$ cat src/hw/umc_pkg.sv
// umc_pkg: constants, mode register layout and pin carrier for the serial port mode control
// assumes a 16-bit register port and a system clock of 25 MHz
// Overview of operation
// - with the port enabled the serial pins go to the port as the pin select chooses, else to port latches.
// - entering idle halts the port when stop in idle is set and leaves it running when clear.
// - the infrared codec enable switches the infrared encoder and decoder into the serial path.
// - the infrared codec only works while the high speed rate select is clear (16x mode).
// - the request to send mode bit picks simplex (1) or flow control (0) for that pin.
// - pin select 11 gives tx rx baud clock, 10 tx rx cts rts, 01 tx rx rts, 00 tx rx only.
// - with wake enable set in sleep the receive pin is watched and a falling edge raises an interrupt.
// - after a wake falling edge the next rising edge on receive clears the wake enable.
// - the loopback select bit puts the port in loopback, clearing it restores normal use.
// - auto rate measures the next character, which the sender must make the sync value 0x55.
// - the auto rate bit reads zero when off or finished and hardware clears it at completion.
// - unimplemented mode register bits, 14 and 10 among them, read as zero.
// - in idle the processor stops but the port keeps running unless told to stop.
// - in sleep normal transfer stops and only the start bit wake detector stays active.
// - any enabled interrupt such as the wake event makes the device leave sleep or idle.
package umc_pkg;
	localparam int          ADDR_W    = 2;
	localparam int          DATA_W    = 16;
	localparam logic [1:0]  OFS_MODE  = 2'h0;
	localparam logic [1:0]  OFS_STAT  = 2'h1;
	localparam logic [1:0]  OFS_MASK  = 2'h2;
	localparam logic [1:0]  OFS_RATE  = 2'h3;
	localparam logic [15:0] MODE_RST  = 16'h0000;
	localparam logic [15:0] MODE_WMSK = 16'hBBFF;
	localparam logic [1:0]  EV_RST    = 2'h0;
	localparam int          EV_WAKE   = 0;
	localparam int          EV_RATE   = 1;
	localparam logic [1:0]  SEL_BCLK  = 2'h3;
	localparam logic [1:0]  SEL_FULL  = 2'h2;
	localparam logic [1:0]  SEL_RTS   = 2'h1;
	localparam logic [7:0]  SYNC_CHAR = 8'h55;
	localparam logic [2:0]  AB_FALLS  = 3'h4;
	localparam int          AB_SHIFT  = 3;
	localparam logic [3:0]  IR_PULSE  = 4'h3;
	localparam logic [3:0]  IR_HOLD   = 4'hF;

	typedef struct packed {
		logic       port_enable;
		logic       rsvd14;
		logic       stop_in_idle;
		logic       infrared_codec_enable;
		logic       rts_pin_mode;
		logic       rsvd10;
		logic [1:0] pin_select_field;
		logic       wake_enable;
		logic       loopback_select;
		logic       auto_rate_enable;
		logic       rx_invert;
		logic       high_speed_rate_select;
		logic [1:0] parity_select;
		logic       stop_select;
	} umc_mode_t;

	typedef struct packed {
		logic tx;
		logic rx;
		logic cts;
		logic rts;
		logic bclk;
	} umc_pins_t;

	typedef enum logic [1:0] {
		AB_IDLE = 2'b00,
		AB_WAIT = 2'b01,
		AB_MEAS = 2'b10
	} umc_ab_state_t;
endpackage : umc_pkg

$ cat src/hw/umc_mode_ctrl.sv
// umc_mode_ctrl: mode register, pin ownership, power modes, infrared codec, wake and auto rate
// assumes pins and power mode inputs are synchronous to clock_i; baud16_tick_i comes from the rate divider
//
// Chosen here: the register offsets and strobed register access.
`timescale 1ns/10ps
module umc_mode_ctrl #(
	parameter int CNT_W = 16
) (
	input  wire logic                   clock_i,
	input  wire logic                   rst_n_i,
	input  wire logic [1:0]             addr_i,
	input  wire logic [15:0]            wdata_i,
	input  wire logic                   wr_i,
	input  wire logic                   rd_i,
	output logic      [15:0]            rdata_o,
	input  wire logic                   idle_i,
	input  wire logic                   sleep_i,
	input  wire logic                   baud16_tick_i,
	input  wire logic                   tx_data_i,
	input  wire logic                   tx_busy_i,
	input  wire logic                   rx_room_i,
	input  wire logic                   bclk_i,
	input  wire logic                   rx_pin_i,
	input  wire logic                   cts_pin_i,
	output logic                        tx_pin_o,
	output logic                        tx_oe_o,
	output logic                        rts_pin_o,
	output logic                        rts_oe_o,
	output logic                        bclk_pin_o,
	output logic                        bclk_oe_o,
	output umc_pkg::umc_pins_t          own_o,
	output logic                        rx_core_o,
	output logic                        cts_core_o,
	output logic                        run_o,
	output logic                        ir_active_o,
	output logic                        loopback_o,
	output logic                        rate_valid_o,
	output logic      [CNT_W-1:0]       rate_o,
	output logic                        irq_o,
	output logic                        wake_req_o
);
	initial begin
		if (CNT_W < 4 || CNT_W > 16) begin
			$error("CNT_W must lie in 4..16");
		end
	end

	umc_pkg::umc_mode_t     mode_r;
	umc_pkg::umc_mode_t     mode_nxt;
	umc_pkg::umc_ab_state_t ab_r;
	umc_pkg::umc_ab_state_t ab_nxt;
	logic [1:0]             stat_r;
	logic [1:0]             mask_r;
	logic [15:0]            rdata_r;
	logic                   rx_q_r;
	logic                   wake_armed_r;
	logic [CNT_W-1:0]       cnt_r;
	logic [2:0]             falls_r;
	logic [CNT_W-1:0]       rate_r;
	logic                   rate_valid_r;
	logic [3:0]             ir_phase_r;
	logic [3:0]             ir_hold_r;
	logic                   tx_pin_r;
	logic                   rx_core_r;

	wire        wr_mode   = wr_i && (addr_i == umc_pkg::OFS_MODE);
	wire        wr_stat   = wr_i && (addr_i == umc_pkg::OFS_STAT);
	wire        wr_mask   = wr_i && (addr_i == umc_pkg::OFS_MASK);
	wire        en        = mode_r.port_enable;
	wire [1:0]  sel       = mode_r.pin_select_field;
	wire        rx_fall   = rx_q_r && !rx_pin_i;
	wire        rx_rise   = !rx_q_r && rx_pin_i;
	// idle halts only when asked; sleep always stops the clocked port
	wire        idle_stop = idle_i && mode_r.stop_in_idle;
	wire        run       = en && !idle_stop && !sleep_i;
	wire        wake_det  = sleep_i && en && mode_r.wake_enable && rx_fall;
	wire        wake_clr  = wake_armed_r && rx_rise;
	// the fall that closes the span is not yet in falls_r when it arrives
	wire        ab_done   = (ab_r == umc_pkg::AB_MEAS) && rx_fall && (falls_r == umc_pkg::AB_FALLS - 3'h1);
	wire [1:0]  events    = {ab_done, wake_det};
	// the codec needs the 16x tick, so the high speed rate select blocks it
	wire        ir_on     = en && mode_r.infrared_codec_enable && !mode_r.high_speed_rate_select;
	wire        loop_on   = en && mode_r.loopback_select;
	wire        ir_tx     = !tx_data_i && (ir_phase_r < umc_pkg::IR_PULSE);
	wire        ir_rx     = (ir_hold_r == 4'h0);
	wire        rx_line   = mode_r.rx_invert ? !rx_pin_i : rx_pin_i;
	wire        rts_level = mode_r.rts_pin_mode ? tx_busy_i : rx_room_i;

	// ownership is computed only from an enabled port
	umc_pkg::umc_pins_t own;
	assign own.tx   = en;
	assign own.rx   = en;
	assign own.cts  = en && (sel == umc_pkg::SEL_FULL);
	assign own.rts  = en && ((sel == umc_pkg::SEL_FULL) || (sel == umc_pkg::SEL_RTS));
	assign own.bclk = en && (sel == umc_pkg::SEL_BCLK);

	wire [15:0] rd_mux =
		(addr_i == umc_pkg::OFS_MODE) ? (mode_r & umc_pkg::MODE_WMSK) :
		(addr_i == umc_pkg::OFS_STAT) ? {14'h0000, stat_r} :
		(addr_i == umc_pkg::OFS_MASK) ? {14'h0000, mask_r} :
		16'(rate_r);

	always_comb begin
		mode_nxt = mode_r;
		if (wake_clr) begin
			mode_nxt.wake_enable = 1'b0;
		end
		if (ab_done) begin
			mode_nxt.auto_rate_enable = 1'b0;
		end
		// a software write in the same cycle wins over the hardware clear
		if (wr_mode) begin
			mode_nxt = umc_pkg::umc_mode_t'(wdata_i & umc_pkg::MODE_WMSK);
		end
	end

	// measures the span from the start bit fall to the fifth fall of the sync char, eight bit times
	always_comb begin
		ab_nxt = ab_r;
		unique case (ab_r)
			umc_pkg::AB_IDLE: begin
				if (run && mode_r.auto_rate_enable) begin
					ab_nxt = umc_pkg::AB_WAIT;
				end
			end
			umc_pkg::AB_WAIT: begin
				if (!run || !mode_r.auto_rate_enable) begin
					ab_nxt = umc_pkg::AB_IDLE;
				end else if (rx_fall) begin
					ab_nxt = umc_pkg::AB_MEAS;
				end
			end
			umc_pkg::AB_MEAS: begin
				if (!run || !mode_r.auto_rate_enable || ab_done) begin
					ab_nxt = umc_pkg::AB_IDLE;
				end
			end
			default: begin
				ab_nxt = umc_pkg::AB_IDLE;
			end
		endcase
	end

	always_ff @(posedge clock_i or negedge rst_n_i) begin
		if (!rst_n_i) begin
			mode_r <= umc_pkg::umc_mode_t'(umc_pkg::MODE_RST);
			ab_r   <= umc_pkg::AB_IDLE;
			stat_r <= umc_pkg::EV_RST;
			mask_r <= umc_pkg::EV_RST;
		end else begin
			mode_r <= mode_nxt;
			ab_r   <= ab_nxt;
			// event set wins over a write-one clear
			stat_r <= (stat_r & ~(wr_stat ? wdata_i[1:0] : 2'h0)) | events;
			if (wr_mask) begin
				mask_r <= wdata_i[1:0];
			end
		end
	end

	always_ff @(posedge clock_i or negedge rst_n_i) begin
		if (!rst_n_i) begin
			rdata_r <= 16'h0000;
		end else begin
			rdata_r <= rd_i ? rd_mux : 16'h0000;
		end
	end

	always_ff @(posedge clock_i or negedge rst_n_i) begin
		if (!rst_n_i) begin
			rx_q_r       <= 1'b1;
			wake_armed_r <= 1'b0;
		end else begin
			rx_q_r <= rx_pin_i;
			if (wake_det) begin
				wake_armed_r <= 1'b1;
			end else if (wake_clr || !mode_r.wake_enable) begin
				wake_armed_r <= 1'b0;
			end
		end
	end

	always_ff @(posedge clock_i or negedge rst_n_i) begin
		if (!rst_n_i) begin
			cnt_r        <= '0;
			falls_r      <= 3'h0;
			rate_r       <= '0;
			rate_valid_r <= 1'b0;
		end else begin
			if (ab_r != umc_pkg::AB_MEAS) begin
				cnt_r   <= '0;
				falls_r <= 3'h0;
			end else begin
				// saturates rather than wraps on a very slow sender
				if (cnt_r != '1) begin
					cnt_r <= cnt_r + 1'b1;
				end
				if (rx_fall) begin
					falls_r <= falls_r + 3'h1;
				end
			end
			if (ab_done) begin
				rate_r       <= cnt_r >> umc_pkg::AB_SHIFT;
				rate_valid_r <= 1'b1;
			end else if (ab_nxt == umc_pkg::AB_MEAS && ab_r == umc_pkg::AB_WAIT) begin
				rate_valid_r <= 1'b0;
			end
		end
	end

	always_ff @(posedge clock_i or negedge rst_n_i) begin
		if (!rst_n_i) begin
			ir_phase_r <= 4'h0;
			ir_hold_r  <= 4'h0;
		end else if (!run || !ir_on) begin
			ir_phase_r <= 4'h0;
			ir_hold_r  <= 4'h0;
		end else begin
			// the phase runs free so sending still encodes while the receive line is high
			if (baud16_tick_i) begin
				ir_phase_r <= ir_phase_r + 4'h1;
			end
			if (rx_pin_i) begin
				ir_hold_r <= umc_pkg::IR_HOLD;
			end else if (baud16_tick_i && ir_hold_r != 4'h0) begin
				ir_hold_r <= ir_hold_r - 4'h1;
			end
		end
	end

	// loopback keeps the tx pin idle so the line peer sees nothing
	always_ff @(posedge clock_i or negedge rst_n_i) begin
		if (!rst_n_i) begin
			tx_pin_r  <= 1'b1;
			rx_core_r <= 1'b1;
		end else begin
			tx_pin_r  <= (!run || loop_on) ? !ir_on : (ir_on ? ir_tx : tx_data_i);
			rx_core_r <= !run ? 1'b1 : (loop_on ? tx_data_i : (ir_on ? ir_rx : rx_line));
		end
	end

	assign rdata_o      = rdata_r;
	assign tx_pin_o     = tx_pin_r;
	assign tx_oe_o      = !own.tx;
	assign rts_pin_o    = !rts_level;                                      // pin is active low
	assign rts_oe_o     = !own.rts;
	assign bclk_pin_o   = bclk_i;
	assign bclk_oe_o    = !own.bclk;
	assign own_o        = own;
	assign rx_core_o    = rx_core_r;
	assign cts_core_o   = own.cts ? cts_pin_i : 1'b0;
	assign run_o        = run;
	assign ir_active_o  = ir_on;
	assign loopback_o   = loop_on;
	assign rate_valid_o = rate_valid_r;
	assign rate_o       = rate_r;
	assign irq_o        = |(stat_r & mask_r);
	assign wake_req_o   = irq_o;

	property p_own_off;
		@(posedge clock_i) disable iff (!rst_n_i) !mode_r.port_enable |-> (own_o == '0) && tx_oe_o && rts_oe_o;
	endproperty
	a_own_off: assert property (p_own_off) else $error("pins owned while disabled");

	property p_sel_bclk;
		@(posedge clock_i) disable iff (!rst_n_i)
			(en && sel == umc_pkg::SEL_BCLK) |-> own_o.bclk && !own_o.cts && !own_o.rts && !bclk_oe_o;
	endproperty
	a_sel_bclk: assert property (p_sel_bclk) else $error("bad pin map for select 11");

	property p_idle_halt;
		@(posedge clock_i) disable iff (!rst_n_i) (idle_i && mode_r.stop_in_idle) |-> !run_o;
	endproperty
	a_idle_halt: assert property (p_idle_halt) else $error("port ran in idle");

	property p_idle_run;
		@(posedge clock_i) disable iff (!rst_n_i) (en && idle_i && !sleep_i && !mode_r.stop_in_idle) |-> run_o;
	endproperty
	a_idle_run: assert property (p_idle_run) else $error("port stopped in idle");

	property p_sleep_stop;
		@(posedge clock_i) disable iff (!rst_n_i) sleep_i |-> !run_o && (ab_r != umc_pkg::AB_MEAS || !$past(run));
	endproperty
	a_sleep_stop: assert property (p_sleep_stop) else $error("port ran in sleep");

	property p_ir_gate;
		@(posedge clock_i) disable iff (!rst_n_i) (run && mode_r.infrared_codec_enable && mode_r.high_speed_rate_select
			&& !loop_on) |-> !ir_active_o ##1 (tx_pin_o == $past(tx_data_i));
	endproperty
	a_ir_gate: assert property (p_ir_gate) else $error("codec on outside 16x mode");

	property p_wake_irq;
		@(posedge clock_i) disable iff (!rst_n_i) wake_det |=> stat_r[umc_pkg::EV_WAKE] && (mask_r[0] == irq_o || stat_r[1]);
	endproperty
	a_wake_irq: assert property (p_wake_irq) else $error("wake edge lost");

	property p_wake_clr;
		@(posedge clock_i) disable iff (!rst_n_i) (wake_armed_r && rx_rise && !wr_mode) |=> !mode_r.wake_enable;
	endproperty
	a_wake_clr: assert property (p_wake_clr) else $error("wake enable not cleared");

	property p_ab_clr;
		@(posedge clock_i) disable iff (!rst_n_i) (ab_done && !wr_mode) |=> !mode_r.auto_rate_enable && rate_valid_o;
	endproperty
	a_ab_clr: assert property (p_ab_clr) else $error("auto rate bit not cleared");

	property p_rsvd;
		@(posedge clock_i) disable iff (!rst_n_i) $past(rd_i) |-> (rdata_o[14] == 1'b0) && (rdata_o[10] == 1'b0);
	endproperty
	a_rsvd: assert property (p_rsvd) else $error("reserved bit read as one");

	property p_loop;
		@(posedge clock_i) disable iff (!rst_n_i) (run && loop_on) |=> rx_core_o == $past(tx_data_i);
	endproperty
	a_loop: assert property (p_loop) else $error("loopback path broken");

	property p_rts_simplex;
		@(posedge clock_i) disable iff (!rst_n_i) mode_r.rts_pin_mode |-> (rts_pin_o == !tx_busy_i);
	endproperty
	a_rts_simplex: assert property (p_rts_simplex) else $error("rts not low while sending");

	property p_rts_flow;
		@(posedge clock_i) disable iff (!rst_n_i) !mode_r.rts_pin_mode |-> (rts_pin_o == !rx_room_i);
	endproperty
	a_rts_flow: assert property (p_rts_flow) else $error("rts not low while room");

	property p_off_quiet;
		@(posedge clock_i) disable iff (!rst_n_i) !en |=> tx_pin_o && rx_core_o;
	endproperty
	a_off_quiet: assert property (p_off_quiet) else $error("disabled port moved its lines");

	property p_cts_gate;
		@(posedge clock_i) disable iff (!rst_n_i) !own_o.cts |-> !cts_core_o;
	endproperty
	a_cts_gate: assert property (p_cts_gate) else $error("cts passed while not owned");

	property p_bclk_off;
		@(posedge clock_i) disable iff (!rst_n_i) (!en || sel != umc_pkg::SEL_BCLK) |-> bclk_oe_o;
	endproperty
	a_bclk_off: assert property (p_bclk_off) else $error("baud clock pin driven");

	c_wake:  cover property (@(posedge clock_i) disable iff (!rst_n_i) wake_det ##[1:200] wake_clr);
	c_auto_rate_enable: cover property (@(posedge clock_i) disable iff (!rst_n_i) ab_done);
	c_ir:    cover property (@(posedge clock_i) disable iff (!rst_n_i) ir_on && run && !tx_pin_o);
	c_rts:   cover property (@(posedge clock_i) disable iff (!rst_n_i) own_o.rts && mode_r.rts_pin_mode && !rts_pin_o);
	c_loop:  cover property (@(posedge clock_i) disable iff (!rst_n_i) run && loop_on && !rx_core_o);
endmodule : umc_mode_ctrl

$ cat config.mk
export PLATFORM = sky130hd
export DESIGN_NAME = umc_mode_ctrl
export DESIGN_NICKNAME = d
export VERILOG_FILES = /design/src/hw/umc_pkg.sv /design/src/hw/umc_mode_ctrl.sv
export SDC_FILE = /design/constraint.sdc
export NUM_CORES = 1
export LEC_CHECK = 0
export BUFFER_PORTS_ARGS = -buffer_cell sky130_fd_sc_hd__buf_4
export CORE_ASPECT_RATIO = 0.75
export CORE_MARGIN = 1
export CORE_UTILIZATION = 40
export CTS_BUF_LIST = sky130_fd_sc_hd__clkbuf_4 sky130_fd_sc_hd__clkbuf_8 sky130_fd_sc_hd__clkbuf_16
export DETAILED_ROUTE_END_ITERATION = 6
export GPL_TIMING_DRIVEN = 0
export PLACE_DENSITY_LB_ADDON = 0.05
export REMOVE_ABC_BUFFERS = 1
export SETUP_SLACK_MARGIN = 0.1
export SLEW_MARGIN = 20
export SYNTH_ARGS = -nofsm -noshare
export SYNTH_HDL_FRONTEND = slang
export SYNTH_SLANG_ARGS = --single-unit
$ cat constraint.sdc
create_clock -name clock_i -period 2.2 [get_ports clock_i]
set_input_delay 0.55 -clock clock_i [delete_from_list [all_inputs] [get_ports clock_i]]
set_output_delay 0.55 -clock clock_i [all_outputs]
set_load 0.01 [all_outputs]
======== After elaboration in Yosys (flattened, before gate mapping) ========
Cells that the tools add are included.
operators by class
  multiplexer cells ....................... 34
  bitwise logic cells ..................... 4
  add/subtract/negate cells ............... 4
  $lt $le $gt $ge ......................... 1
  equal/unequal tests ..................... 11
  reductions and logical operators ........ 57
operator list
  cell                                                 number
  two-way mux 16 bit                                   4
  two-way mux 13 bit                                   2
  logical AND 1 bit                                    24
  two-way mux 4 bit                                    5
  adder 16 x 1 -> 16 bit, second input constant        1
  != test 16 bit, second input constant                1
  zero test 1 bit                                      14
  two-way mux 1 bit                                    14
  nonzero test 2 bit                                   7
  equality test 2 bit, second input constant           5
  two-way mux 2 bit                                    5
  two-way mux 8 bit                                    1
  equality test 2 x 1 -> 1 bit, second input constant  3
  logical OR 1 bit                                     6
  two-way mux 3 bit                                    2
  one-hot mux 2 bit (3 select lines)                   1
  adder 4 x 1 -> 4 bit, second input constant          1
  bitwise AND 2 bit                                    2
  zero test 2 bit                                      2
  zero test 4 bit                                      1
  < comparator 4 x 2 -> 1 bit, second input constant   1
  nonzero test 4 bit                                   1
  subtractor 4 x 1 -> 4 bit, second input constant     1
  adder 3 x 1 -> 3 bit, second input constant          1
  6 further kinds                                      6
word-level totals
  input bits .............................. 31
  output and inout port bits .............. 51
  bits in registers ....................... 81
  word-level logic and storage cells ...... 137

======== Longest topological paths before layout ========
  word-level depth ........................ 13
  gate-level depth with buffers ........... 6

======== Worst setup path before layout ========
Ideal clock, no wire load.
  path kind ............................... input to register
  start point ............................. input rx_pin_i
  end point ............................... register rate_r[3] (netlist: rate_o[3])
  stages on the path ...................... 6
  setup time .............................. 125 ps
  path buffers ............................ 2
  slack ................................... 463 ps
  arrival ................................. 1612 ps
  path through ............................ nor2b_1 > buf_2 > nand2_1 > nor2_4 > buf_4 > mux2_2
between the ends
  cells in the longest elaborated chain, start to end .. 4
ends and longest elaborated chain
  item                             line                  source
  from (decl)                      umc_mode_ctrl.sv:23   input wire logic rx_pin_i,
  zero test 1 bit                  umc_mode_ctrl.sv:71   wire rx_fall = rx_q_r && !rx_pin_i;
  logical AND 1 bit                umc_mode_ctrl.sv:71
  logical AND 1 bit (2 in series)  umc_mode_ctrl.sv:79   wire ab_done = (ab_r == umc_pkg::AB_MEAS) && rx_fall && (falls_r == umc_pkg::AB_FALLS - 3'h1);
  to (signal assigned)             umc_mode_ctrl.sv:203  rate_r <= cnt_r >> umc_pkg::AB_SHIFT;
  to (decl)                        umc_mode_ctrl.sv:59   logic [CNT_W-1:0] rate_r;
No other way between the ends.
A chain may end at the register's enable or synchronous reset.

======== Final worst setup path ========
  start point ............................. register mode_r (netlist bit en)
  end point ............................... output run_o
between the ends
  cells in the longest elaborated chain, start to end .. 2
ends and longest elaborated chain
  item                             line                  source
  from (decl)                      umc_mode_ctrl.sv:48   umc_pkg::umc_mode_t mode_r;
  from (signal assigned)           umc_mode_ctrl.sv:146  mode_r <= umc_pkg::umc_mode_t'(umc_pkg::MODE_RST);
  from (signal assigned)           umc_mode_ctrl.sv:151  mode_r <= mode_nxt;
  logical AND 1 bit (2 in series)  umc_mode_ctrl.sv:75   wire run = en && !idle_stop && !sleep_i;
  to (decl)                        umc_mode_ctrl.sv:34   output logic run_o,
No other way between the ends.

==> flow_metrics.env <==
export IMPL_status="finished clean"
export IMPL_power_mw=3.51
export IMPL_rsz0062_at_grt="true"
export IMPL_clock_skew_ns=0.00676
export IMPL_final_util_pct=53.1
export IMPL_clock_latency_ns=0.34
export IMPL_multi_input_area_sq_um=1560
export IMPL_fp_dieArea_sq_um=9620
export IMPL_synth_top_area_share_pct=52.2
export IMPL_arrival_ns=1.48
export IMPL_hold_slack_ns=0.256
export IMPL_tritoncts="done"
export IMPL_final_setup_worst_slack_ns=0.174
export IMPL_fmax_ghz=0.494
export IMPL_worst_slew_pin_slew_ns=0.856
export IMPL_yosysMostFrequentCell="dfrtp_1"
export IMPL_synth_seq_area_share_pct=54.3
export IMPL_grt_overflow_total=0
export IMPL_finalCritPeriodShare_pct=92.1
export IMPL_synth_edf_count=0
export IMPL_dpl_cell_area_sq_um=4270
export IMPL_die_height_um=85.2
export IMPL_grt_antenna_before_repair=0
export IMPL_tns_ns=0
export IMPL_firstDrtPassIters=4
export IMPL_synth_common_cells="dfrtp_1 (77), mux2_2 (29), nand2_1 (24), nor2_1 (20), nor2b_1 (13)"
export IMPL_drc=0
export IMPL_cts_inserted_buffers=9
export IMPL_seqCellArea_sq_um=2010
export IMPL_synth_cell_types=52
export IMPL_yosysTopAreaCell="dfrtp_1"
export IMPL_dp_slack_ns=-0.408
export IMPL_synth_ff_type="dfrtp_1"
export IMPL_peakVddDrop_v=0.000470
export IMPL_finalSetupViolations=0
export IMPL_clockRootBuffer="clkbuf_16"
export IMPL_via_per_inst=5.30
export IMPL_grt_max_degree=81
export IMPL_numPortBuffers=73
export IMPL_grt_pass1_wl_mm=13.8
export IMPL_rows=29
export IMPL_synthSimpleGateAreaFrac_pct=15.2
export IMPL_relSlewSlack_pct=42.9
export IMPL_min_path_type="in2async"
export IMPL_path_max_fanout=12
export IMPL_grt_usage_pct=19.1
export IMPL_synthCells=322
export IMPL_grt_pass1_vias=2551
export IMPL_async_flop_share_pct=100
export IMPL_dr_first_iter_drc_count=125
export IMPL_hpwl_mm=5.60
export IMPL_initial_core_util_pct=42.4
export IMPL_powerDensity_nw_per_um2=759
export IMPL_crit_required_ns=1.65
export IMPL_ys_top_cells_by_area="dfrtp_1 (52%), mux2_2 (8.8%), nand2_1 (2.4%)"
export IMPL_coreArea_sq_um=8710
export IMPL_cts_sinks=80
export IMPL_endpoint_kind="output pin"
export IMPL_antennaDiodeCount=0
export IMPL_synth_warnings=0
export IMPL_ys_ff_latch=80
export IMPL_cts_hold_buffers=0
export IMPL_finalCriticalPeriod_ns=2.03
export IMPL_cap_violations=0
export IMPL_nets=431
export IMPL_crit_path_start_kind="register"
export IMPL_place_congestion=0.757
export IMPL_clock_path_buffers=2
export IMPL_fp_dieW_um=113
export IMPL_synth_area_sq_um=3690
export IMPL_htree_num_levels=3
export IMPL_crit_type="reg2out"
export IMPL_routed_via_count=2684
export IMPL_synthAdderAreaFrac_pct=2.37
export IMPL_wl_per_cell_um=16.7
export IMPL_slew_viol_final=0
export IMPL_synth_mux_area_share_pct=11.7
export IMPL_wl_mm=8.46
export IMPL_final_cells=506
export IMPL_ios=82
export IMPL_postSynthAreaPerCell_sq_um=11.5
export IMPL_placed_cells=486
export IMPL_path_clk_slew_ns=0.06
export IMPL_drive_above_1_share_pct=35.4
export IMPL_hold_violations=0
export IMPL_p_leak_nw=2.21
export IMPL_synth_compound_area_share_pct=9.93
export IMPL_fillers=814
export IMPL_area_growth_pct=25.3
export IMPL_antenna_left=0
export IMPL_yosys_area_share_xor_xnor_pct=1.90
export IMPL_fin_area_sq_um=4630
export IMPL_synth_top_family_by_area="simple AND/OR/NAND/NOR gates"
[report_power, final]
part | internal, mW | switching, mW
logic | 0.229 | 0.203
registers | 1.56 | 0.0715
clock network | 0.890 | 0.555
[registers in the layout (all words and copies together), names as in the netlist]
name,cells
rdata_o,15
ab_r,2
en,1
rate_valid_o,1
falls_r,3
rx_core_o,1
sel,2
rate_o,13
ir_hold_r,4
rx_q_r,1
tx_pin_o,1
mask_r,2
cnt_r,16
wake_armed_r,1
ir_phase_r,4
mode_r,11
stat_r,2
[cells in the final DEF (no fill, tap or decap), drive strengths merged, types with 6 or more instances in the layout]
| cell | count |
|---|---|
| a21oi | 12 |
| a22oi | 10 |
| buf | 77 |
| clkbuf | 16 |
| dfrtp | 77 |
| ha | 7 |
| inv | 12 |
| mux2 | 29 |
| mux2i | 6 |
| nand2 | 24 |
| nand3 | 10 |
| nor2 | 21 |
| nor2b | 13 |
| o21ai | 7 |
[area by class of cell]
cell class	instances	share of cell area [%]
Clock buffer	16	6.27
Inverter	12	0.973
Multi-Input combinational cell	213	33.6
Sequential cell	80	43.4
Tap cell	108	2.92
Timing Repair Buffer	77	12.8
[critical path, cell delays in order, from the launching register on]
cell and delay [ns]:
dfrtp_2 0.47, inv_1 0.11, a211oi_4 0.37, buf_4 0.19
[cell families (layout without fill, tap and decap cells)]
logic type                 count (synthesis)  in the layout
and+or+nand+nor                          104            104
DFF                                       80             80
AOI/OAI and AO/OA                         53             53
muxes                                     37             37
buffers and inverters                     32            105
xor gates and xnor gates                   8              8
adders and majority gates                  7              7
other                                      1              4
[routing by layer]
metal,global-route usage [%],wire [um]
met1,28.7,4220
met2,26.3,3620
met4,7.30,111
met3,5.07,501
met5,0,0
[final timing paths]
path / startpoint / to / slack (ns) / cells after the start
max in group asynchronous: rst_n_i / en$_DFFE_PN0P_ / 1.41 / 1
worst max register to register: rx_q_r$_DFF_PN1_ / rate_o[0]$_DFFE_PN0P_ / 0.33 / 5
worst min-delay path: rst_n_i / rate_o[11]$_DFFE_PN0P_ / 0.26 / 1
worst min register to register: ab_r[1]$_DFF_PN0_ / ab_r[0]$_DFF_PN0_ / 0.46 / 1
worst max-delay path: en$_DFFE_PN0P_ / run_o / 0.17 / 3
min in group clock_i: rx_pin_i / rx_q_r$_DFF_PN1_ / 0.36 / 1
[timing repair]
| action | 4_1_cts | 5_1_grt |
|---|---|---|
| setup endpoints to repair | 36 | 21 |
| pin swaps | 0 | 2 |
| setup buffers | 0 | 4 |
| resized for setup | 4 | 1 |
(Power assumes the default switching activity.)
